`src/design/ckg_pkg.sv`:
```
package ckg_pkg;

	// ----------------------------------------
	// Register map
	// ----------------------------------------
	localparam logic [7:0] ADDR_SYSCFG = 8'h00;
	localparam logic [7:0] ADDR_IRQ_STATUS = 8'h04;
	localparam logic [7:0] ADDR_IRQ_MASK = 8'h08;
	localparam logic [7:0] ADDR_CLK_STATE = 8'h0c;
	localparam int WD_DISABLE_BIT = 4;
	localparam int IRQ_OSC_FAIL_BIT = 0;
	localparam logic [31:0] SYSCFG_RESET = 32'h0000_0000;
	localparam logic [31:0] IRQ_MASK_RESET = 32'h0000_0000;

	// ----------------------------------------
	// Timing
	// ----------------------------------------
	localparam int PCLK_PERIOD_NS = 100;
	localparam int PLL_FREE_PERIOD_NS = 300;
	localparam int PLL_FREE_DIV = (PLL_FREE_PERIOD_NS + PCLK_PERIOD_NS - 1) / PCLK_PERIOD_NS;
	localparam logic [3:0] WD_LAST_COUNT = 4'hf;
	localparam int MEAS_W = 16;

	// ----------------------------------------
	// Strap codes and factors in halves
	// ----------------------------------------
	typedef enum logic [2:0] {
		MODE_X2P5 = 3'b000,
		MODE_DIV2 = 3'b001,
		MODE_X1P5 = 3'b010,
		MODE_DIRECT = 3'b011,
		MODE_X5 = 3'b100,
		MODE_X2 = 3'b101,
		MODE_X3 = 3'b110,
		MODE_X4 = 3'b111
	} ckg_mode_t;

	typedef struct packed {
		logic psel;
		logic penable;
		logic pwrite;
		logic [7:0] paddr;
		logic [31:0] pwdata;
	} ckg_apb_req_t;

	typedef struct packed {
		logic [31:0] prdata;
		logic pready;
		logic pslverr;
	} ckg_apb_rsp_t;

	function automatic logic [3:0] ckg_factor_x2(input ckg_mode_t m);
		case (m)
			MODE_X4: ckg_factor_x2 = 4'h8;
			MODE_X3: ckg_factor_x2 = 4'h6;
			MODE_X2: ckg_factor_x2 = 4'h4;
			MODE_X5: ckg_factor_x2 = 4'ha;
			MODE_DIRECT: ckg_factor_x2 = 4'h2;
			MODE_X1P5: ckg_factor_x2 = 4'h3;
			MODE_DIV2: ckg_factor_x2 = 4'h1;
			MODE_X2P5: ckg_factor_x2 = 4'h5;
			default: ckg_factor_x2 = 4'h8;
		endcase
	endfunction : ckg_factor_x2

endpackage : ckg_pkg

```
`src/design/ckg_clock_gen.sv`:
```
`timescale 1ns/1ns
// How it works
// - Strap code picks factor: 111x4,110x3,101x2,100x5,011x1,010x1.5,001/2,000x2.5
// - Code 001 divides the oscillator input by two
// - Prescaler phases each last one input period
// - Code 011 drives CPU clock straight from the input
// - Direct phases follow input duty; two halves make one period
// - Watchdog guards only direct and prescaler modes
// - Watchdog on after reset; config bit 4 set disables it
// - Free PLL ticks bump watchdog counter; input edges clear it
// - Sixteen ticks without edge: switch to PLL clock, flag interrupt
// - After failover stay on PLL until hardware reset
// - Watchdog disabled with no failover yet: clock from input, PLL off
// - Other codes enable PLL, clock is input times factor
// - PLL retunes every whole-factor transitions (x1.5: every one), one step each after loading the first period
// - Straps are sampled around reset to pick the mode
// - Half period is time between two CPU clock edges
module ckg_clock_gen
	import ckg_pkg::*;
(
	input wire logic pclk,
	input wire logic presetn,
	input wire ckg_pkg::ckg_apb_req_t apb_req,
	output ckg_pkg::ckg_apb_rsp_t apb_rsp,
	input wire logic [2:0] clock_mode_strap_pins,
	input wire logic osc_input_pin,
	output logic cpu_clk,
	output logic pll_enable,
	output logic irq
);
	import ckg_pkg::*;

	// ----------------------------------------
	// Strap capture and free running PLL tick
	// ----------------------------------------
	ckg_mode_t mode_ff, nxt_mode;
	logic strap_taken_ff, nxt_strap_taken;
	logic pll_tick;
	logic wd_disable_ff, nxt_wd_disable;
	logic fail_ff, nxt_fail;
	logic wd_on;
	logic pll_mode;

	assign pll_mode = (mode_ff != MODE_DIV2) && (mode_ff != MODE_DIRECT);
	assign wd_on = strap_taken_ff && !pll_mode && !wd_disable_ff;

	ckg_tick #(.DIV(PLL_FREE_DIV)) u_pll_free (
		.pclk(pclk),
		.presetn(presetn),
		.run(wd_on || fail_ff),
		.tick(pll_tick)
	);

	always_comb begin
		nxt_mode = mode_ff;
		nxt_strap_taken = 1'b1;
		if (!strap_taken_ff) begin
			nxt_mode = ckg_mode_t'(clock_mode_strap_pins);
		end
	end

	always_ff @(posedge pclk or negedge presetn) begin
		if (!presetn) begin
			mode_ff <= MODE_X4;
			strap_taken_ff <= 1'b0;
		end else begin
			mode_ff <= nxt_mode;
			strap_taken_ff <= nxt_strap_taken;
		end
	end

	// ----------------------------------------
	// Oscillator edges and watchdog
	// ----------------------------------------
	logic osc_q_ff, nxt_osc_q;
	logic [3:0] wd_cnt_ff, nxt_wd_cnt;
	logic osc_edge;
	logic osc_rise;

	assign osc_edge = osc_input_pin != osc_q_ff;
	assign osc_rise = osc_input_pin && !osc_q_ff;

	always_comb begin
		nxt_osc_q = osc_input_pin;
		nxt_wd_cnt = wd_cnt_ff;
		nxt_fail = fail_ff;
		if (!wd_on || osc_edge) begin
			nxt_wd_cnt = 4'h0;
		end else if (pll_tick && !fail_ff) begin
			nxt_wd_cnt = wd_cnt_ff + 4'h1;
			if (wd_cnt_ff == WD_LAST_COUNT) begin
				nxt_fail = 1'b1;
			end
		end
	end

	always_ff @(posedge pclk or negedge presetn) begin
		if (!presetn) begin
			osc_q_ff <= 1'b0;
			wd_cnt_ff <= 4'h0;
			fail_ff <= 1'b0;
		end else begin
			osc_q_ff <= nxt_osc_q;
			wd_cnt_ff <= nxt_wd_cnt;
			fail_ff <= nxt_fail;
		end
	end

	// ----------------------------------------
	// PLL multiplier
	// ----------------------------------------
	// Input must be slow against pclk: factor x2 below measured period
	logic [MEAS_W-1:0] meas_ff, nxt_meas;
	logic [MEAS_W-1:0] latest_ff, nxt_latest;
	logic [MEAS_W-1:0] period_ff, nxt_period;
	logic [MEAS_W-1:0] acc_ff, nxt_acc;
	logic [3:0] trans_ff, nxt_trans;
	logic [3:0] fx2;
	logic [3:0] resync_n;
	logic [MEAS_W:0] acc_sum;
	logic pll_toggle;

	assign fx2 = ckg_factor_x2(mode_ff);
	assign resync_n = (fx2 > 4'h3) ? (fx2 >> 1) : 4'h1;
	assign acc_sum = {1'b0, acc_ff} + {{(MEAS_W - 3){1'b0}}, fx2};
	assign pll_toggle = pll_mode && strap_taken_ff && (period_ff != '0) && (acc_sum >= {1'b0, period_ff});

	always_comb begin
		nxt_meas = meas_ff;
		nxt_latest = latest_ff;
		nxt_period = period_ff;
		nxt_acc = acc_ff;
		nxt_trans = trans_ff;
		if (pll_mode && strap_taken_ff) begin
			nxt_meas = (meas_ff == '1) ? meas_ff : meas_ff + 1'b1;
			if (osc_rise) begin
				nxt_meas = 16'h0001;
				nxt_latest = meas_ff;
			end
			if (osc_edge) begin
				nxt_trans = trans_ff + 4'h1;
				if (trans_ff + 4'h1 >= resync_n) begin
					nxt_trans = 4'h0;
					if (period_ff == '0) begin
						nxt_period = latest_ff;
					end else if (latest_ff > period_ff) begin
						nxt_period = period_ff + 1'b1;
					end else if (latest_ff < period_ff) begin
						nxt_period = period_ff - 1'b1;
					end
				end
			end
			if (period_ff != '0) begin
				nxt_acc = pll_toggle ? MEAS_W'(acc_sum - {1'b0, period_ff}) : acc_sum[MEAS_W-1:0];
			end
		end
	end

	always_ff @(posedge pclk or negedge presetn) begin
		if (!presetn) begin
			meas_ff <= '0;
			latest_ff <= '0;
			period_ff <= '0;
			acc_ff <= '0;
			trans_ff <= 4'h0;
		end else begin
			meas_ff <= nxt_meas;
			latest_ff <= nxt_latest;
			period_ff <= nxt_period;
			acc_ff <= nxt_acc;
			trans_ff <= nxt_trans;
		end
	end

	// ----------------------------------------
	// CPU clock source
	// ----------------------------------------
	logic cpu_clk_ff, nxt_cpu_clk;
	logic pll_en_ff, nxt_pll_en;

	always_comb begin
		nxt_cpu_clk = cpu_clk_ff;
		nxt_pll_en = strap_taken_ff && (pll_mode || wd_on || fail_ff);
		if (!strap_taken_ff) begin
			nxt_cpu_clk = 1'b0;
		end else if (fail_ff) begin
			if (pll_tick) begin
				nxt_cpu_clk = !cpu_clk_ff;
			end
		end else if (pll_mode) begin
			if (pll_toggle) begin
				nxt_cpu_clk = !cpu_clk_ff;
			end
		end else if (mode_ff == MODE_DIV2) begin
			if (osc_rise) begin
				nxt_cpu_clk = !cpu_clk_ff;
			end
		end else begin
			nxt_cpu_clk = osc_input_pin;
		end
	end

	// each edge ends a half period
	always_ff @(posedge pclk or negedge presetn) begin
		if (!presetn) begin
			cpu_clk_ff <= 1'b0;
			pll_en_ff <= 1'b0;
		end else begin
			cpu_clk_ff <= nxt_cpu_clk;
			pll_en_ff <= nxt_pll_en;
		end
	end

	assign cpu_clk = cpu_clk_ff;
	assign pll_enable = pll_en_ff;

	// ----------------------------------------
	// APB registers and interrupt
	// ----------------------------------------
	logic irq_stat_ff, nxt_irq_stat;
	logic irq_mask_ff, nxt_irq_mask;
	logic irq_ff, nxt_irq;
	ckg_apb_rsp_t rsp_ff, nxt_rsp;
	logic wr_go;
	logic rd_go;
	logic hit;

	// One wait state: pready rises in the second access cycle
	assign wr_go = apb_req.psel && apb_req.penable && rsp_ff.pready && apb_req.pwrite;
	assign rd_go = apb_req.psel && apb_req.penable && !rsp_ff.pready;
	assign hit = apb_req.paddr == ADDR_SYSCFG || apb_req.paddr == ADDR_IRQ_STATUS
		|| apb_req.paddr == ADDR_IRQ_MASK || apb_req.paddr == ADDR_CLK_STATE;

	always_comb begin
		nxt_wd_disable = wd_disable_ff;
		nxt_irq_mask = irq_mask_ff;
		nxt_irq_stat = irq_stat_ff;
		nxt_rsp = '0;
		if (rd_go) begin
			nxt_rsp.pready = 1'b1;
			nxt_rsp.pslverr = !hit;
			if (!apb_req.pwrite) begin
				case (apb_req.paddr)
					ADDR_SYSCFG: nxt_rsp.prdata[WD_DISABLE_BIT] = wd_disable_ff;
					ADDR_IRQ_STATUS: nxt_rsp.prdata[IRQ_OSC_FAIL_BIT] = irq_stat_ff;
					ADDR_IRQ_MASK: nxt_rsp.prdata[IRQ_OSC_FAIL_BIT] = irq_mask_ff;
					ADDR_CLK_STATE: nxt_rsp.prdata = {26'h0, pll_en_ff, fail_ff, wd_on, 3'(mode_ff)};
					default: nxt_rsp.prdata = 32'h0000_0000;
				endcase
			end
		end
		if (wr_go) begin
			case (apb_req.paddr)
				ADDR_SYSCFG: nxt_wd_disable = apb_req.pwdata[WD_DISABLE_BIT];
				ADDR_IRQ_STATUS: begin
					if (apb_req.pwdata[IRQ_OSC_FAIL_BIT]) begin
						nxt_irq_stat = 1'b0;
					end
				end
				ADDR_IRQ_MASK: nxt_irq_mask = apb_req.pwdata[IRQ_OSC_FAIL_BIT];
				default: nxt_irq_mask = irq_mask_ff;
			endcase
		end
		if (nxt_fail && !fail_ff) begin
			nxt_irq_stat = 1'b1;
		end
		nxt_irq = nxt_irq_stat && nxt_irq_mask;
	end

	always_ff @(posedge pclk or negedge presetn) begin
		if (!presetn) begin
			wd_disable_ff <= SYSCFG_RESET[WD_DISABLE_BIT];
			irq_mask_ff <= IRQ_MASK_RESET[IRQ_OSC_FAIL_BIT];
			irq_stat_ff <= 1'b0;
			irq_ff <= 1'b0;
			rsp_ff <= '0;
		end else begin
			wd_disable_ff <= nxt_wd_disable;
			irq_mask_ff <= nxt_irq_mask;
			irq_stat_ff <= nxt_irq_stat;
			irq_ff <= nxt_irq;
			rsp_ff <= nxt_rsp;
		end
	end

	assign apb_rsp = rsp_ff;
	assign irq = irq_ff;

	// ----------------------------------------
	// Assertions
	// ----------------------------------------
	property p_strap_hold;
		@(posedge pclk) disable iff (!presetn) strap_taken_ff |=> $stable(mode_ff);
	endproperty
	a_strap_hold: assert property (p_strap_hold) else $error("mode changed after capture");

	property p_strap_take;
		@(posedge pclk) disable iff (!presetn) !strap_taken_ff |=> mode_ff == ckg_mode_t'($past(clock_mode_strap_pins));
	endproperty
	a_strap_take: assert property (p_strap_take) else $error("strap not captured");

	property p_direct;
		@(posedge pclk) disable iff (!presetn)
		(mode_ff == MODE_DIRECT && strap_taken_ff && !fail_ff && !nxt_fail) |=> cpu_clk == $past(osc_input_pin);
	endproperty
	a_direct: assert property (p_direct) else $error("direct clock does not follow input");

	property p_div2;
		@(posedge pclk) disable iff (!presetn)
		(mode_ff == MODE_DIV2 && strap_taken_ff && !fail_ff && !osc_rise) |=> $stable(cpu_clk);
	endproperty
	a_div2: assert property (p_div2) else $error("prescaler toggled without input rise");

	property p_fail_set;
		@(posedge pclk) disable iff (!presetn)
		(wd_on && !fail_ff && pll_tick && !osc_edge && wd_cnt_ff == WD_LAST_COUNT) |=> fail_ff && irq_stat_ff;
	endproperty
	a_fail_set: assert property (p_fail_set) else $error("watchdog overflow missed");

	property p_fail_sticky;
		@(posedge pclk) disable iff (!presetn) fail_ff |=> fail_ff ##1 fail_ff;
	endproperty
	a_fail_sticky: assert property (p_fail_sticky) else $error("failover left PLL");

	property p_wd_clear;
		@(posedge pclk) disable iff (!presetn) osc_edge |=> wd_cnt_ff == 4'h0;
	endproperty
	a_wd_clear: assert property (p_wd_clear) else $error("input edge did not clear counter");

	property p_pll_off;
		@(posedge pclk) disable iff (!presetn)
		(!pll_mode && wd_disable_ff && !fail_ff && strap_taken_ff) |=> !pll_enable;
	endproperty
	a_pll_off: assert property (p_pll_off) else $error("PLL on while watchdog disabled");

	property p_fail_phase;
		@(posedge pclk) disable iff (!presetn) (fail_ff && $changed(cpu_clk)) |=> $stable(cpu_clk);
	endproperty
	a_fail_phase: assert property (p_fail_phase) else $error("short phase after failover");

	property p_irq_hold;
		@(posedge pclk) disable iff (!presetn) (irq_stat_ff && !wr_go) |=> irq_stat_ff;
	endproperty
	a_irq_hold: assert property (p_irq_hold) else $error("failure flag dropped");

	property p_pll_on;
		@(posedge pclk) disable iff (!presetn) (pll_mode && strap_taken_ff) |=> pll_enable;
	endproperty
	a_pll_on: assert property (p_pll_on) else $error("PLL off in multiplier mode");

	c_failover: cover property (@(posedge pclk) disable iff (!presetn) !fail_ff ##1 fail_ff);
	c_pll_toggle: cover property (@(posedge pclk) disable iff (!presetn) pll_toggle ##[1:40] pll_toggle);
	c_irq: cover property (@(posedge pclk) disable iff (!presetn) irq);
	c_wd_off: cover property (@(posedge pclk) disable iff (!presetn) wd_disable_ff && !pll_mode);
endmodule : ckg_clock_gen

```
`src/design/ckg_tick.sv`:
```
`timescale 1ns/1ns
module ckg_tick #(
	parameter int DIV = 2
) (
	input wire logic pclk,
	input wire logic presetn,
	input wire logic run,
	output logic tick
);
	localparam int CW = $clog2(DIV + 1);
	logic [CW-1:0] cnt_ff;
	logic [CW-1:0] nxt_cnt;
	logic tick_ff;
	logic nxt_tick;

	always_comb begin
		nxt_cnt = cnt_ff;
		nxt_tick = 1'b0;
		if (!run) begin
			nxt_cnt = '0;
		end else if (cnt_ff == CW'(DIV - 1)) begin
			nxt_cnt = '0;
			nxt_tick = 1'b1;
		end else begin
			nxt_cnt = cnt_ff + 1'b1;
		end
	end

	always_ff @(posedge pclk or negedge presetn) begin
		if (!presetn) begin
			cnt_ff <= '0;
			tick_ff <= 1'b0;
		end else begin
			cnt_ff <= nxt_cnt;
			tick_ff <= nxt_tick;
		end
	end

	assign tick = tick_ff;
endmodule : ckg_tick

```
`config.mk`:
```
export PLATFORM = sky130hd
export DESIGN_NAME = ckg_clock_gen
export DESIGN_NICKNAME = d
export VERILOG_FILES = /design/src/design/ckg_pkg.sv /design/src/design/ckg_clock_gen.sv /design/src/design/ckg_tick.sv
export SDC_FILE = /design/constraint.sdc
export NUM_CORES = 1
export LEC_CHECK = 0
export BUFFER_PORTS_ARGS = -buffer_cell sky130_fd_sc_hd__buf_4
export CAP_MARGIN = 20
export CORE_MARGIN = 2
export CORE_UTILIZATION = 40
export DETAILED_ROUTE_END_ITERATION = 6
export PLACE_DENSITY = 0.57
export RECOVER_POWER = 25
export SETUP_SLACK_MARGIN = 0.2
export SYNTH_ARGS = -nofsm -noshare
export SYNTH_HDL_FRONTEND = slang
export SYNTH_SLANG_ARGS = --single-unit
```
`constraint.sdc`:
```
create_clock -name pclk -period 4.1 [get_ports pclk]
set_input_delay 0.41 -clock pclk [delete_from_list [all_inputs] [get_ports pclk]]
set_output_delay 0.41 -clock pclk [all_outputs]
set_load 0.1 [all_outputs]
```
==> qor.txt <==
Layout Area Growth over Synthesis - 27.1%
Std-Cell Rows - 48
grt total ovfl - 0
synth unique cells - 77
FILL cells - 1,590
Initial DRT Pass Iterations - 5
Lkg Pwr - 0.00413 uW
hold_ws - 0.211 ns
CTS sink count - 95
DR vias/cell - 5.28
worst vdd ir - 0.480 mV
crit path DAT - 4.25 ns
Comb pwr share - 72.0%
Post-layout nets - 983
FF-to-FF End - acc_ff[14]
Clock power frac - 10.5%
Tcrit/Tclk final - 98.3%
final-report hold violation count - 0
Peak Freq - 0.248 GHz
crit path to - acc_ff[14]
Final Wtd Congestion - 0.953
Yosys top cell area share - 32.9%
Post-CTS Hold Fix Bufs - 0
top post-synthesis cells by area - dfrtp_1 (33%), ha_1 (11%), xnor2_1 (4.0%), nand2_1 (3.9%), mux2_2 (3.4%)
synth warn - 0
FF+latch count, synth - 95
Worst Tran Pin Value - 3.65 ns
diode count - 0
pin count of the biggest net entering global routing - 67
clk buf depth - 2
worst skew pair latency - 0.36 ns
Via Count - 5,802
first-pass GRT wire length - 29,200 microns
number of global-route vias before repair - 5,750
Yosys top cell by area - dfrtp_1
outcome - finished, violations left
CP max FO - 6
crit end category - flip-flop
HPWL after DPL - 12,700 microns
GRT Total Usage - 20.0%
sum of negative setup slack - 0 ns
P per Cell Area - 933 mW/mm^2
clock buffer count from CTS - 9
Seq pwr share - 17.5%
synthesized area per cell - 9.27 sq um
clk_skew - 0.00821 ns
die height - 136 microns
worst reg-to-reg setup slack - 0.07 ns
Switching Fraction - 45.4%
DR WL/cell - 16.3 microns
failing checks - capacitance limit, slew limit
H-tree depth - 3
top_reg_cell synth - dfrtp_1
asr flop ratio synth - 100%
Slew Viols, Final - 67
layout cells sized above 1 - 28.7%
initial core utilization - 40.7%
initial antenna violation count - 0
relative slew slack - -144%
Hold Crit Class - in -> reg
internal power of the cells - 4520 uW
register area - 0.00238 sq mm
post-route DRC violation count - 0
r2r startpoint - mode_ff[0]
Setup crit start - mode_ff[0]
Synth Instances - 754
RSZ-0062 raised after global routing - yes
Post-synth EDFFs - 0
startpoint types - flip-flop
Placed Area - 0.00777 sq mm
First DRT Iteration DRCs - 396
Power Total - 8290 uW
CTS clk-pin slew, worst paths - 0.08 ns
antenna-violating nets left - 0
CTS root buf - clkbuf_16
Net Switching - 3770 uW
Period minus WS final - 4.03 ns
Finished Cell Area - 0.00888 sq mm
total routed wirelength - 17,900 microns
max_cap viols - 1
area occupied by multi-input gates - 0.00474 sq mm
IO Port Bufs - 29
synthesized cell area - 0.00699 sq mm
Reg2Reg Depth - 17
Required @ worst endpoint - 4.32 ns
count of final setup violators - 0
die area - 0.0185 sq mm
post-synthesis sequential area ratio - 34.1%
area of the core - 0.0172 sq mm
die span in x - 136 microns
CTS tree - done
Top Ports - 86
CP Class - reg -> reg
## worst max-delay path: stages (launching register included)
cell and delay, ns:
dfstp_2 0.55, inv_2 0.05, ha_4 0.23, mux2_4 0.27, ha_4 0.30, nand2_4 0.05, o21ai_4 0.24, and4_4 0.31
xor2_4 0.20, ha_4 0.24, a21o_2 0.23, a211oi_2 0.27, o2111ai_4 0.26, buf_12 0.21, nand2_8 0.08, buf_4 0.13
mux2i_1 0.21, a2bb2oi_2 0.08
## state kept, by name, indices dropped and copies added (netlist names), 2 cells and up
signal,count
acc_ff,16
latest_ff,16
meas_ff,16
period_ff,16
apb_rsp,8
trans_ff,4
wd_cnt_ff,4
mode_ff,3
u_pll_free.cnt_ff,2
## metrics by stage
stage,cells,util (%),setup WS [ns]
2_1_floorplan,779,-,0.208
5_1_grt,1099,51.7,-0.0893
3_3_place_gp,1049,45.3,-0.170
4_1_cts,1083,49.2,0.0623
3_5_place_dp,1049,45.3,-0.206
6_report,1099,51.7,0.0706
## power groups by stage
stage          Combinational [uW]  Sequential, uW  Clock (uW)
6_report                     5970            1450         868
3_5_place_dp                 4790            1430           0
3_3_place_gp                 4680            1420           0
5_1_grt                      6490            1490         930
2_1_floorplan                3380            1410           0
4_1_cts                      5320            1430         889
## cell usage after synthesis (3+ instances only)
master	instances
a211oi_1	6
a21o_1	18
a21oi_1	42
a22oi_1	3
a2bb2oi_1	3
a31oi_1	5
and2_1	11
and3_1	4
and4_1	5
buf_4	27
clkbuf_1	12
dfrtp_1	92
dfstp_2	3
fa_1	3
ha_1	62
inv_1	46
mux2_2	21
mux2i_1	23
nand2_1	72
nand2b_1	8
nand3_1	17
nand4_1	13
nand4b_1	3
nor2_1	62
nor2b_1	3
nor3_1	19
nor4_1	3
nor4_2	5
o211ai_1	5
o21a_1	3
o21ai_0	16
o21ai_1	19
o21bai_1	3
o22ai_1	3
o31ai_1	4
xnor2_1	32
xor2_1	24
## cells by family (layout without fill, tap and decap cells)
group	after synthesis	in the layout	synth area share, %
other	2	27	0.107
buffers and inverters	90	183	6.66
adder cells (fa/ha/maj)	65	65	12.0
multiplexers	44	44	6.68
AO/OA/AOI/OAI	158	158	15.9
flip-flops	95	95	34.1
AND/OR/NAND/NOR	244	246	17.7
XOR/XNOR	56	56	7.02
## layout by cell type, fill, tap and decap left out, types with 4 or more instances in the layout
master     instances
nand2_1           67
clkbuf_16         10
and3_1             4
and2_1            11
nand3_1           14
nor4_2             4
nor3_1            17
xnor2_2            7
nand2_4            4
inv_2              4
buf_12             4
a21o_1            18
and4_1             4
ha_1              50
o21ai_0           14
buf_4            102
o21ai_1           19
conb_1            27
mux2_2            20
nor2_1            58
nand4_1           13
a21oi_2            9
o211ai_1           5
inv_1             42
ha_4              11
dfrtp_1           92
mux2i_1           22
xnor2_1           25
buf_6             12
a211oi_1           5
xor2_1            22
nand2b_1           7
a21oi_1           31
## worst min-delay path by stage
stage	from	end	slack, ns	depth (start not counted)
after global placement	u_pll_free.cnt_ff[0]	u_pll_free.tick	0.43	1
final	osc_input_pin	osc_q_ff	0.21	1
after CTS	osc_input_pin	osc_q_ff	0.17	1
after detailed placement	u_pll_free.cnt_ff[1]	u_pll_free.cnt_ff[0]	0.44	1
after global routing	osc_input_pin	osc_q_ff	0.21	1
after floorplan	presetn	acc_ff[0]	0.11	0
## per-layer routing
| metal | up-vias | wire [microns] | GRT usage [%] |
|---|---|---|---|
| li1 | 2855 | - | - |
| met5 | - | 0 | 0 |
| met4 | 0 | 456 | 8.51 |
| met1 | 2802 | 8090 | 26.0 |
| met3 | 29 | 558 | 2.31 |
| met2 | 116 | 8820 | 33.8 |
## cell type report
cell class,instances,area share [%]
Clock buffer,10,2.69
Clock inverter,6,0.662
Inverter,46,1.94
Multi-Input combinational cell,596,53.3
Sequential cell,95,26.8
Tap cell,225,3.17
Timing Repair Buffer,121,11.4
## repair_timing
item | in CTS | in global routing
pin swaps | 24 | 42
gates resized for setup | 39 | 54
gates cloned | 2 | 0
buffers inserted | 16 | 15
setup endpoints to repair | 20 | 23
Power figures use the tool's default switching activity.
